===== src/core/tsq_defines.svh =====
// constants for the measurement trigger sequencer: offsets, fields, resets
// assumes a 100 MHz mclk; time settings are held in milliseconds
`ifndef TSQ_DEFINES_SVH
`define TSQ_DEFINES_SVH

// register byte offsets
`define TSQ_REG_CTRL      8'h00
`define TSQ_REG_CMD       8'h04
`define TSQ_REG_INTERVAL  8'h08
`define TSQ_REG_DELAY     8'h0c
`define TSQ_REG_FILT      8'h10
`define TSQ_REG_WINDOW    8'h14
`define TSQ_REG_HOLDN     8'h18
`define TSQ_REG_CHLAST    8'h1c
`define TSQ_REG_STATUS    8'h20
`define TSQ_REG_READING   8'h24

// control register fields
`define TSQ_CTRL_CONT     0
`define TSQ_CTRL_SRC_LSB  1
`define TSQ_CTRL_AUTO     4
`define TSQ_CTRL_SCAN     5
`define TSQ_CTRL_FREP     6
`define TSQ_CTRL_HOLD     7
`define TSQ_CTRL_REMOTE   8
`define TSQ_CTRL_FR_LSB   9

// command register fields (write only, self clearing)
`define TSQ_CMD_INIT      0
`define TSQ_CMD_ABORT     1
`define TSQ_CMD_BUSTRG    2
`define TSQ_CMD_RESET     3
`define TSQ_CMD_RECALL    4
`define TSQ_CMD_PRESET    5

// timing and limits
`define TSQ_CLK_NS        10
`define TSQ_MS_NS         1000000
`define TSQ_INTERVAL_DEF  30'h0000_0064
`define TSQ_INTERVAL_MIN  30'h0000_0001
`define TSQ_TIME_MAX      30'h3b9a_c9ff
`define TSQ_WIN_MIN       11'h001
`define TSQ_WIN_MAX       11'h7d0
`define TSQ_WIN_DEF       11'h00a
`define TSQ_WIN_SCALE     48'h0000_0000_2710
`define TSQ_HOLDN_MIN     7'h02
`define TSQ_HOLDN_MAX     7'h64
`define TSQ_HOLDN_DEF     7'h05
`define TSQ_FILT_DEF      8'h0a
`define TSQ_CHLAST_DEF    8'h0a

`endif


===== src/core/tsq_pkg.sv =====
// types shared by the measurement trigger sequencer
// assumes tsq_defines.svh carries the register, field and timing constants
package tsq_pkg;

  typedef enum logic [2:0] {
    TSQ_IDLE  = 3'b000,
    TSQ_EVENT = 3'b001,
    TSQ_DELAY = 3'b010,
    TSQ_CONV  = 3'b011,
    TSQ_WAIT  = 3'b100,
    TSQ_OPEN  = 3'b101,
    TSQ_CLOSE = 3'b110,
    TSQ_NEXT  = 3'b111
  } tsq_state_e;

  typedef enum logic [2:0] {
    TSQ_SRC_IMM   = 3'b000,
    TSQ_SRC_KEY   = 3'b001,
    TSQ_SRC_TIMER = 3'b010,
    TSQ_SRC_EXT   = 3'b011,
    TSQ_SRC_BUS   = 3'b100
  } tsq_src_e;

  typedef struct packed {
    logic [7:0]  addr;
    logic [31:0] wdata;
    logic        wr;
    logic        rd;
  } tsq_bus_s;

  typedef struct packed {
    logic       open;
    logic       close;
    logic [7:0] num;
  } tsq_chan_s;

  typedef struct packed {
    tsq_state_e         st;
    logic [2:0]         key_sy;
    logic [2:0]         ext_sy;
    logic               cont;
    tsq_src_e           src;
    logic               auto_dly;
    logic               scan_en;
    logic               filt_rep;
    logic               hold_en;
    logic               remote;
    logic [2:0]         fr;
    logic [29:0]        interval;
    logic [29:0]        delay;
    logic [7:0]         filt_n;
    logic [10:0]        window;
    logic [6:0]         hold_n;
    logic [7:0]         chan_last;
    logic [31:0]        pre;
    logic [29:0]        tmr;
    logic               first;
    logic [29:0]        dcnt;
    logic [7:0]         fcnt;
    logic signed [31:0] acc;
    logic signed [23:0] seed;
    logic               seed_ok;
    logic [6:0]         hcnt;
    logic [7:0]         chan;
    logic               chan_closed;
    logic [31:0]        rdata;
    logic               conv_start;
    logic               rdg_valid;
    logic signed [23:0] rdg;
    logic               beep;
    tsq_chan_s          chan_o;
    logic               idle;
  } tsq_state_s;

endpackage : tsq_pkg


===== src/core/tsq_core.sv =====
// measurement trigger sequencer: idle, event wait, delay, device action
// assumes one mclk domain; key and sync pins are async, the converter and
// register port are on mclk
//
// Overview of operation
// - idle state starts no conversion and no channel switching
// - initiate command or continuous mode takes the sequencer out of idle
// - continuous mode re-arms after the action instead of going idle
// - reset, abort, recall or preset commands force idle at any time
// - immediate source satisfies the event wait at once
// - front key fires the event only while in local control
// - interval source passes first time, later only after the interval
// - interval source waits only while scanning; outside scanning it passes at once
// - interval timer clears in idle and outside scan operation
// - external sync input pulse satisfies the event wait
// - bus trigger command satisfies the event wait
// - after the event wait a programmed or automatic delay elapses
// - automatic delay length follows the function and range code
// - repeat filter averages the programmed count of conversions
// - moving filter or no filter takes exactly one conversion
// - settle check keeps the first reading as reference and loops
// - later readings inside the window loop the action again
// - settle check releases after the programmed count, 2 to 100
// - a reading outside the window restarts with a new reference
// - release of the settle check pulses the audible alert
// - scanning opens the previous channel then closes the next
// - interval defaults to 100 ms with a 1 ms minimum
`timescale 1ns/100ps
`include "tsq_defines.svh"

module tsq_core #(
  parameter int MS_CYCLES = `TSQ_MS_NS / `TSQ_CLK_NS // cycles per ms
) (
  input  wire logic               mclk,        // system clock
  input  wire logic               rst_n,       // async reset, active low
  input  wire tsq_pkg::tsq_bus_s  bus,         // register port request
  output      logic [31:0]        rdata,       // read data, cycle after rd
  input  wire logic               fire_key,    // front_panel_fire_key pin
  input  wire logic               ext_front_panel_fire_key,    // external sync input pin
  output      logic               conv_start,  // start one conversion
  input  wire logic               conv_valid,  // conversion result strobe
  input  wire logic signed [23:0] conv_value,  // conversion result
  output      logic               rdg_valid,   // processed reading strobe
  output      logic signed [23:0] rdg,         // processed reading
  output      logic               beep,        // settle release alert
  output      tsq_pkg::tsq_chan_s chan,        // channel open/close pulses
  output      logic               idle         // sequencer is idle
);
  import tsq_pkg::*;

  tsq_state_s s;
  tsq_state_s next_s;
  logic       cmd_wr;
  logic       cmd_abort;

  // command strobes decoded straight from the port
  assign cmd_wr    = bus.wr && (bus.addr == `TSQ_REG_CMD);
  assign cmd_abort = cmd_wr && (bus.wdata[`TSQ_CMD_ABORT]
                     || bus.wdata[`TSQ_CMD_RESET]
                     || bus.wdata[`TSQ_CMD_RECALL]
                     || bus.wdata[`TSQ_CMD_PRESET]);

  // next-state logic for the whole block
  always_comb begin
    logic               tick;
    logic               key_edge;
    logic               ext_edge;
    logic               fired;
    logic [29:0]        dly;
    logic [29:0]        v30;
    logic signed [31:0] sum;
    logic signed [23:0] val;
    logic signed [24:0] diff;
    logic [47:0]        lhs;
    logic [47:0]        rhs;
    logic               in_win;
    logic [7:0]         nch;
    tick     = 1'b0;
    key_edge = 1'b0;
    ext_edge = 1'b0;
    fired    = 1'b0;
    dly      = '0;
    v30      = '0;
    sum      = '0;
    val      = '0;
    diff     = '0;
    lhs      = '0;
    rhs      = '0;
    in_win   = 1'b0;
    nch      = '0;
    next_s   = s;
    next_s.conv_start  = 1'b0;
    next_s.rdg_valid   = 1'b0;
    next_s.beep        = 1'b0;
    next_s.chan_o.open  = 1'b0;
    next_s.chan_o.close = 1'b0;
    next_s.rdata       = '0;

    // two-flop synchronisers plus a third flop; the second and third stages feed edge logic
    next_s.key_sy = {s.key_sy[1:0], fire_key};
    next_s.ext_sy = {s.ext_sy[1:0], ext_front_panel_fire_key};
    key_edge = s.key_sy[1] && !s.key_sy[2];
    ext_edge = s.ext_sy[1] && !s.ext_sy[2];

    // millisecond prescaler shared by interval and delay
    tick = (s.pre == 32'(MS_CYCLES - 1));
    next_s.pre = tick ? '0 : s.pre + 32'h1;

    // interval timer only runs while scanning and armed
    if (s.st == TSQ_IDLE || !s.scan_en) begin
      next_s.tmr = '0;
    end else if (tick && s.tmr != `TSQ_TIME_MAX) begin
      next_s.tmr = s.tmr + 30'h1;
    end

    // register writes; time values are clamped into their legal range
    if (bus.wr) begin
      v30 = bus.wdata[29:0];
      unique case (bus.addr)
        `TSQ_REG_CTRL: begin
          next_s.cont     = bus.wdata[`TSQ_CTRL_CONT];
          next_s.src      = tsq_src_e'(bus.wdata[`TSQ_CTRL_SRC_LSB +: 3]);
          next_s.auto_dly = bus.wdata[`TSQ_CTRL_AUTO];
          next_s.scan_en  = bus.wdata[`TSQ_CTRL_SCAN];
          next_s.filt_rep = bus.wdata[`TSQ_CTRL_FREP];
          next_s.hold_en  = bus.wdata[`TSQ_CTRL_HOLD];
          next_s.remote   = bus.wdata[`TSQ_CTRL_REMOTE];
          next_s.fr       = bus.wdata[`TSQ_CTRL_FR_LSB +: 3];
        end
        `TSQ_REG_INTERVAL: begin
          if (v30 < `TSQ_INTERVAL_MIN) begin
            next_s.interval = `TSQ_INTERVAL_MIN;
          end else if (v30 > `TSQ_TIME_MAX) begin
            next_s.interval = `TSQ_TIME_MAX;
          end else begin
            next_s.interval = v30;
          end
        end
        `TSQ_REG_DELAY: begin
          next_s.delay = (v30 > `TSQ_TIME_MAX) ? `TSQ_TIME_MAX : v30;
        end
        `TSQ_REG_FILT: begin
          // a zero count would divide by zero, so it means one
          next_s.filt_n = (bus.wdata[7:0] == 8'h00) ? 8'h01 : bus.wdata[7:0];
        end
        `TSQ_REG_WINDOW: begin
          if (bus.wdata[10:0] < `TSQ_WIN_MIN || bus.wdata[31:11] != '0) begin
            next_s.window = (bus.wdata[31:11] != '0) ? `TSQ_WIN_MAX
                                                     : `TSQ_WIN_MIN;
          end else if (bus.wdata[10:0] > `TSQ_WIN_MAX) begin
            next_s.window = `TSQ_WIN_MAX;
          end else begin
            next_s.window = bus.wdata[10:0];
          end
        end
        `TSQ_REG_HOLDN: begin
          if (bus.wdata[6:0] < `TSQ_HOLDN_MIN && bus.wdata[31:7] == '0) begin
            next_s.hold_n = `TSQ_HOLDN_MIN;
          end else if (bus.wdata[6:0] > `TSQ_HOLDN_MAX
                       || bus.wdata[31:7] != '0) begin
            next_s.hold_n = `TSQ_HOLDN_MAX;
          end else begin
            next_s.hold_n = bus.wdata[6:0];
          end
        end
        `TSQ_REG_CHLAST: begin
          next_s.chan_last = (bus.wdata[7:0] == 8'h00) ? 8'h01
                                                       : bus.wdata[7:0];
        end
        default: begin
        end
      endcase
    end

    // register reads; unmapped offsets read zero
    if (bus.rd) begin
      unique case (bus.addr)
        `TSQ_REG_CTRL: begin
          next_s.rdata = {20'h0, s.fr, s.remote, s.hold_en, s.filt_rep,
                          s.scan_en, s.auto_dly, s.src, s.cont};
        end
        `TSQ_REG_INTERVAL: next_s.rdata = {2'b00, s.interval};
        `TSQ_REG_DELAY:    next_s.rdata = {2'b00, s.delay};
        `TSQ_REG_FILT:     next_s.rdata = {24'h0, s.filt_n};
        `TSQ_REG_WINDOW:   next_s.rdata = {21'h0, s.window};
        `TSQ_REG_HOLDN:    next_s.rdata = {25'h0, s.hold_n};
        `TSQ_REG_CHLAST:   next_s.rdata = {24'h0, s.chan_last};
        `TSQ_REG_STATUS: begin
          next_s.rdata = {7'h0, s.chan_closed, s.chan, 3'h0, s.hcnt,
                          s.seed_ok, s.first, s.idle, s.st};
        end
        `TSQ_REG_READING:  next_s.rdata = {{8{s.rdg[23]}}, s.rdg};
        default:           next_s.rdata = '0;
      endcase
    end

    // event sources; a bus trigger outside the event wait is dropped
    unique case (s.src)
      TSQ_SRC_IMM:   fired = 1'b1;
      TSQ_SRC_KEY:   fired = key_edge && !s.remote;
      TSQ_SRC_TIMER: fired = !s.scan_en || s.first
                             || (s.tmr >= s.interval);
      TSQ_SRC_EXT:   fired = ext_edge;
      TSQ_SRC_BUS:   fired = cmd_wr && bus.wdata[`TSQ_CMD_BUSTRG];
      default:       fired = 1'b0;
    endcase

    // automatic delay doubles per function/range code, in ms
    dly = s.auto_dly ? (30'h1 << s.fr) : s.delay;

    // raw conversion result and the next channel of the scan list
    val  = conv_value;
    nch  = (s.chan >= s.chan_last) ? 8'h01 : s.chan + 8'h01;

    unique case (s.st)
      TSQ_IDLE: begin
        // nothing runs here; leaving needs init or continuous mode
        if ((cmd_wr && bus.wdata[`TSQ_CMD_INIT]) || s.cont) begin
          next_s.st    = TSQ_EVENT;
          next_s.first = 1'b1;
        end
      end
      TSQ_EVENT: begin
        if (fired) begin
          next_s.first = 1'b0;
          next_s.tmr   = '0;
          next_s.dcnt  = '0;
          next_s.st    = TSQ_DELAY;
        end
      end
      TSQ_DELAY: begin
        if (s.dcnt >= dly) begin
          next_s.st = TSQ_CONV;
        end else if (tick) begin
          next_s.dcnt = s.dcnt + 30'h1;
        end
      end
      TSQ_CONV: begin
        next_s.conv_start = 1'b1;
        next_s.st         = TSQ_WAIT;
      end
      TSQ_WAIT: begin
        if (conv_valid) begin
          if (s.filt_rep && (s.fcnt + 8'h01) < s.filt_n) begin
            next_s.acc  = s.acc + 32'(val);
            next_s.fcnt = s.fcnt + 8'h01;
            next_s.st   = TSQ_CONV;
          end else begin
            sum = s.acc + 32'(val);
            if (s.filt_rep) begin
              val = 24'(sum / $signed({24'h0, s.filt_n}));
            end
            next_s.acc  = '0;
            next_s.fcnt = '0;
            // window test on the filtered value, not the last raw one:
            // |v - seed| * scale <= |seed| * window
            diff   = 25'(val) - 25'(s.seed);
            lhs    = 48'(diff[24] ? -diff : diff) * `TSQ_WIN_SCALE;
            rhs    = 48'(s.seed[23] ? -25'(s.seed) : 25'(s.seed))
                     * 48'(s.window);
            in_win = (lhs <= rhs);
            if (!s.hold_en) begin
              next_s.rdg_valid = 1'b1;
              next_s.rdg       = val;
              next_s.st        = TSQ_OPEN;
            end else if (!s.seed_ok || !in_win) begin
              next_s.seed    = val;
              next_s.seed_ok = 1'b1;
              next_s.hcnt    = '0;
              next_s.st      = TSQ_CONV;
            end else if ((s.hcnt + 7'h01) < s.hold_n) begin
              next_s.hcnt = s.hcnt + 7'h01;
              next_s.st   = TSQ_CONV;
            end else begin
              next_s.beep      = 1'b1;
              next_s.rdg_valid = 1'b1;
              next_s.rdg       = val;
              next_s.seed_ok   = 1'b0;
              next_s.hcnt      = '0;
              next_s.st        = TSQ_OPEN;
            end
          end
        end
      end
      TSQ_OPEN: begin
        if (s.scan_en && s.chan_closed) begin
          next_s.chan_o.open  = 1'b1;
          next_s.chan_o.num   = s.chan;
          next_s.chan_closed  = 1'b0;
        end
        next_s.st = s.scan_en ? TSQ_CLOSE : TSQ_NEXT;
      end
      TSQ_CLOSE: begin
        next_s.chan_o.close = 1'b1;
        next_s.chan_o.num   = nch;
        next_s.chan         = nch;
        next_s.chan_closed  = 1'b1;
        next_s.st           = TSQ_NEXT;
      end
      TSQ_NEXT: begin
        // a scan pass ends on the last channel of the list
        if (s.cont || (s.scan_en && s.chan != s.chan_last)) begin
          next_s.st = TSQ_EVENT;
        end else begin
          next_s.st = TSQ_IDLE;
        end
      end
    endcase

    // stop requests win over the next state and squash conversion and channel pulses
    if (cmd_abort) begin
      next_s.st           = TSQ_IDLE;
      next_s.conv_start   = 1'b0;
      next_s.chan_o.open  = 1'b0;
      next_s.chan_o.close = 1'b0;
      next_s.acc          = '0;
      next_s.fcnt         = '0;
      next_s.hcnt         = '0;
      next_s.seed_ok      = 1'b0;
    end
    next_s.idle = (next_s.st == TSQ_IDLE);
  end

  // the single state register
  always_ff @(posedge mclk or negedge rst_n) begin
    if (!rst_n) begin
      s           <= '0;
      s.interval  <= `TSQ_INTERVAL_DEF;
      s.window    <= `TSQ_WIN_DEF;
      s.hold_n    <= `TSQ_HOLDN_DEF;
      s.filt_n    <= `TSQ_FILT_DEF;
      s.chan_last <= `TSQ_CHLAST_DEF;
      s.idle      <= 1'b1;
    end else begin
      s <= next_s;
    end
  end

  assign rdata      = s.rdata;
  assign conv_start = s.conv_start;
  assign rdg_valid  = s.rdg_valid;
  assign rdg        = s.rdg;
  assign beep       = s.beep;
  assign chan       = s.chan_o;
  assign idle       = s.idle;
endmodule // tsq_core


===== config.mk =====
export PLATFORM = sky130hd
export DESIGN_NAME = tsq_core
export DESIGN_NICKNAME = d
export VERILOG_FILES = /design/src/core/tsq_pkg.sv /design/src/core/tsq_core.sv
export VERILOG_INCLUDE_DIRS = /design/src /design/src/core
export SDC_FILE = /design/constraint.sdc
export NUM_CORES = 2
export LEC_CHECK = 0
export BUFFER_PORTS_ARGS = -buffer_cell sky130_fd_sc_hd__buf_2
export CORE_MARGIN = 2
export CORE_UTILIZATION = 55
export DETAILED_ROUTE_END_ITERATION = 7
export GPL_ROUTABILITY_DRIVEN = 1
export HOLD_SLACK_MARGIN = 0.03
export PLACE_DENSITY = 0.81
export SLEW_MARGIN = 40
export SYNTH_ARGS = -nofsm -noshare
export SYNTH_HDL_FRONTEND = slang
export SYNTH_SLANG_ARGS = --single-unit
export TNS_END_PERCENT = 20

===== constraint.sdc =====
create_clock -name mclk -period 134.7 [get_ports mclk]
set_input_delay 6.735 -clock mclk [delete_from_list [all_inputs] [get_ports mclk]]
set_output_delay 6.735 -clock mclk [all_outputs]
set_load 0.02 [all_outputs]

; After elaboration in Yosys (flattened, before gate mapping)
; Cells that the tools add are included.
[totals]
elab_cells = 223
in_bits = 71
output_inout_bits = 70
register_bits = 359
[classes]
addsub = 10
eq_ne = 32
magnitude_cmp = 12
muxes = 69
mul = 2
n_bitwise = 1
div_mod_pow = 1
n_reduce_logical = 58
shifts = 1
[op_table]
columns = op, count
row1 = $pmux W32 S9, 1
row2 = $mux W30, 8
row3 = $mux W72, 2
row4 = $mux W26, 5
row5 = $mux W32, 4
row6 = $mux W24, 5
row7 = $mux W48, 2
row8 = $mux W40, 2
row9 = $mux W61, 1
row10 = $add A30 B1 Y30 const B, 2
row11 = $ge A30 B30 Y1, 2
row12 = $pmux W30 S2, 1
row13 = $le A48 B48 Y1, 1
row14 = $mul A48 B10 Y44 const B, 1
row15 = $mul A48 B11 Y48, 1
row16 = $neg A24 Y48, 1
row17 = $neg A25 Y48, 1
row18 = $mux W8, 5
row19 = $mux W11, 3
row20 = $add A32 B1 Y32 const B, 1
row21 = $add A32 B24 Y32, 1
row22 = $div A32 B9 Y32, 1
row23 = $eq A32 B17 Y1 const B, 1
row24 = $eq A8 B5 Y1 const B, 4
row25 = other kinds (47), 130

; Depth between registers and ports, before layout
[logic_depth]
word_depth = 20
depth_mapped = 579
mapped_depth_nobuf = 534

; Worst setup path before layout
; No wires, ideal clock.
[synth_path]
path_type = input port to flip-flop
from = in conv_value[2]
to = reg s (netlist bit rdg[12])
stages = 554
path_buffers = 51
required_time_ns = 134.575
setup_slack_ns = 23.696
setup_ns = 0.125
arrival_ns = 110.879
path_cell_list = ha_1 > o211a_1 > a221o_1 > o2111ai_1 > a21oi_1 > o21ai_0 > xnor2_1 > clkbuf_1 > clkbuf_1 > clkbuf_1 > clkbuf_1 > buf_1 > nor4_1 > ha_1 > a21oi_1 > ha_1 > o21a_1 > nor2_1 > [518 not listed] > o21bai_1 > a21oi_1 > o21ai_0 > a21oi_1 > o21ai_0 > xor2_1 > ha_1 > nand4_1 > or3_1 > o41ai_1 > and2_1 > clkbuf_1 > nand2_1 > a21oi_1 > and3_1 > clkbuf_1 > clkbuf_1 > mux2_2
[synth_between]
elab_chain_cells = 15
elab_cells_between_ends = 18
cone_classes = add/sub (3) / mul (1) / div (1) / order compare (1) / eq/ne (1) / mux (8) / reduce/logical (3)
[synth_lines]
columns = item, line_no
row1 = from (decl), tsq_core.sv:42  ; input wire logic signed [23:0] conv_value,
row2 = $add A32 B24 Y32, tsq_core.sv:249  ; sum = s.acc + 32'(val);
row3 = $div A32 B9 Y32, tsq_core.sv:251  ; val = 24'(sum / $signed({24'h0, s.filt_n}));
row4 = $mux W24 (*), tsq_core.sv:250  ; if (s.filt_rep) begin
row5 = $mux W24 (*), tsq_core.sv:244  ; if (s.filt_rep && (s.fcnt + 8'h01) < s.filt_n) begin
row6 = $mux W24 (*), tsq_core.sv:243  ; if (conv_valid) begin
row7 = $mux W24 (*), tsq_core.sv:215  ; unique case (s.st)
row8 = $sub A24 B24 Y25, tsq_core.sv:257  ; diff = 25'(val) - 25'(s.seed);
row9 = $neg A25 Y48, tsq_core.sv:258  ; lhs = 48'(diff[24] ? -diff : diff) * `TSQ_WIN_SCALE;
row10 = $mux W48, tsq_core.sv:258
row11 = $mul A48 B10 Y44 (no source line), -
row12 = $le A48 B48 Y1, tsq_core.sv:261  ; in_win = (lhs <= rhs);
row13 = $logic_not A1 Y1, tsq_core.sv:266  ; end else if (!s.seed_ok || !in_win) begin
row14 = $logic_or A1 B1 Y1, tsq_core.sv:266
row15 = $ne A2 B2 Y1 (no source line), -
row16 = $reduce_and A5 Y1 (no source line), -
row17 = to (signal assigned), tsq_core.sv:335  ; s <= next_s;
row18 = to (decl), tsq_core.sv:51  ; tsq_state_s s;
; Mark *: on every way between the ends. The rest lies on a longest branch, timed or not. The select of a mux whose other input is x is not followed.
; A chain may end at the register's enable or synchronous reset.

; Worst setup path in the final report
[layout_path]
from = in conv_value[2]
to = reg s (netlist bit rdg[10])
; The elaborated chain is that of the path after synthesis.

==> metrics.txt <==
TritonRoute pass-1 iters 8; ANT nets after route 0; Rows 122; Crit path required time 135.19 ns; CTS Buffer Depth 3; CTS tree yes; # nets final 8803; Yosys top cell area share 0.152; GRT Util Overall 0.314; vias in the first global route 55200; Critical Path Start Type primary input; top post-synthesis cells by area fa_1, dfrtp_1, ha_1; Crit path top cell by count o21a_1; netlist area before placement 60900 µm²; H-tree Lvls 2; number of clock sinks 358; initial antenna violation count 13; syn_area_per_cell 8.18 µm²; Async S/R FF share, synth 1.00; cell taking the most area after synthesis fa_1; final setup TNS 0 ns; vias 56500; final wirelength 179000 µm; Die ar. 113000 µm²; max cap viols 0; Initial Util 0.552; failing checks DRC; max-slew violation total from the final report 0; total I/O pin count 141; Clock Skews 0.0402 ns; Worst Hold Class reg2reg; Critical Path Fanout Max 45; post-synthesis sequential area ratio 0.147; Final Cycle Share 0.917; #FFs+latches synth 358; clk_lat worst skew 0.61 ns; GRT overflow 0; most common cell in the netlist inv_1; die width 337 µm; RSZ-0062 raised after global routing no; Cells after Synth 7441; fmax 0.00809 GHz; number of buffers created by CTS 41; die height 337 µm; WL per Instance 19.5 µm; Worst path slowest cell or4_1; post-detail-place hpwl 144000 µm; Area Overhead vs Synth 7.56%; Slew headroom 0.379; top post-synthesis cells by count inv_1, nand2_1, ha_1; Setup CP Type in2reg; pin count of the biggest net entering global routing 112; status finished with violations; CP delay by family, top compound AO/OA/AOI/OAI gates; Max stage delay on crit path 0.86 ns; Post-synth EDFFs 0; post-DR vias/cell 6.15; port bufs 140; Starting DRT DRC Count 5067; minimum clock period 123.56 ns; DRC viols 13; share of layout cells above drive strength 1 0.0815; gpl congestion 0.980; CTS hold repair buffers 0; Final setup violation count 0; most common flop cell mapped by yosys dfrtp_1; Ys Warns 0; synth unique cells 133; Hold Fails Final Rpt 0; WP data arrival 124.05 ns; CTS Root Cell clkbuf_16; Core Box Area 110000 µm²; worst path buffer plus inverter count 28; Worst Setup End Kind flop; CTS clk-pin slew, worst paths 0.06 ns; slew of the pin with the lowest slew margin 0.925 ns; global-route wire length before repair 290000 µm
-- cells in the final DEF, fill, tap and decap left out, types with 29 or more instances in the layout --
| cell type | instances |
|---|---|
| mux2_2 | 93 |
| a21oi_1 | 432 |
| conb_1 | 262 |
| clkbuf_16 | 41 |
| o21ai_0 | 295 |
| a22oi_1 | 66 |
| buf_2 | 140 |
| nand2b_1 | 71 |
| o21ai_1 | 29 |
| fa_1 | 461 |
| a22o_1 | 39 |
| ha_1 | 610 |
| buf_4 | 91 |
| o211ai_1 | 44 |
| o31ai_1 | 78 |
| nor3_1 | 252 |
| a21o_1 | 89 |
| xnor2_1 | 312 |
| a31oi_1 | 105 |
| o21a_1 | 179 |
| mux2i_1 | 51 |
| and2_1 | 150 |
| nand2_1 | 671 |
| o21bai_1 | 81 |
| nand3_1 | 134 |
| or3_1 | 52 |
| or2_2 | 61 |
| a211oi_1 | 48 |
| o22ai_1 | 33 |
| nor2_1 | 574 |
| nor4_1 | 43 |
| inv_1 | 728 |
| nor2b_1 | 74 |
| dfrtp_1 | 346 |
| xor2_1 | 160 |
| nand4_1 | 105 |
| and3_1 | 80 |
-- registers in the layout, summed over array words and instances, names as in the netlist --
| signal | cells |
|---|---|
| s | 285 |
| rdata | 31 |
| rdg | 24 |
| chan | 10 |
| next_s | 4 |
| beep | 1 |
| conv_start | 1 |
| idle | 1 |
| rdg_valid | 1 |
-- path summary, 6_finish.rpt --
path / startpoint / to / slack [ns] / cells after the start
setup / recovery: conv_value[2] / rdg[10] / 11.14 / 501
hold / removal: next_s[351] / next_s[352] / 0.36 / 0
setup reg to reg: s[113] / rdg[10] / 17.01 / 500
hold reg to reg: next_s[351] / next_s[352] / 0.36 / 0
max in group asynchronous: rst_n / s[144] / 127.23 / 3
min in group asynchronous: rst_n / s[206] / 6.00 / 1
-- per-stage QoR --
| step | instance area (µm²) | cells | hold WS, ns | setup slack (ns) | util |
|---|---|---|---|---|---|
| finish | 65500 | 9185 | 0.359 | 11.14 | 0.594 |
| global route | 65500 | 9182 | 0.365 | 0.153 | 0.594 |
| CTS | 65300 | 9172 | 0.360 | 10.33 | 0.592 |
| detailed placement | 63800 | 9096 | 0.346 | 10.06 | 0.579 |
| global placement | 63700 | 9093 | 0.347 | 14.59 | 0.578 |
| floorplan | 61900 | 7701 | 0.331 | 23.70 | - |
-- kinds of logic (layout without fill, tap and decap cells) --
group	after synthesis	after routing	synth area share
compound gates	1831	1831	0.204
xor+xnor	481	481	0.0693
simple gates	2486	2486	0.204
buf+inv	1052	1045	0.0699
flops	358	358	0.147
other cells	2	265	0.000123
mux	154	154	0.0278
fa+ha+maj	1077	1077	0.278
-- final cells by class --
type / instances / area [µm²]
multi-input combinational: 6291 / 48900
fill: 9630 / 44700
sequential: 358 / 8970
inverter: 730 / 2740
tap: 1488 / 1860
timing repair buffer: 239 / 1520
clock buffer: 52 / 1150
clock inverter: 24 / 345
antenna: 3 / 7.51
-- routing by layer --
metal,up-vias,GRT usage,share of wire
met5,-,0,0.00053
met4,16,0.102,0.036
met3,438,0.0556,0.096
met2,2503,0.507,0.45
met1,27100,0.427,0.42
li1,26400,-,-
-- what timing repair did --
action                                  in CTS  in global routing
gates resized for setup                      0                  8
setup buffers                                0                  7
endpoints found under the setup margin       0                 61
Power is not shown: default switching activity piles up to over one toggle a cycle in this logic, so the estimate is an artifact.
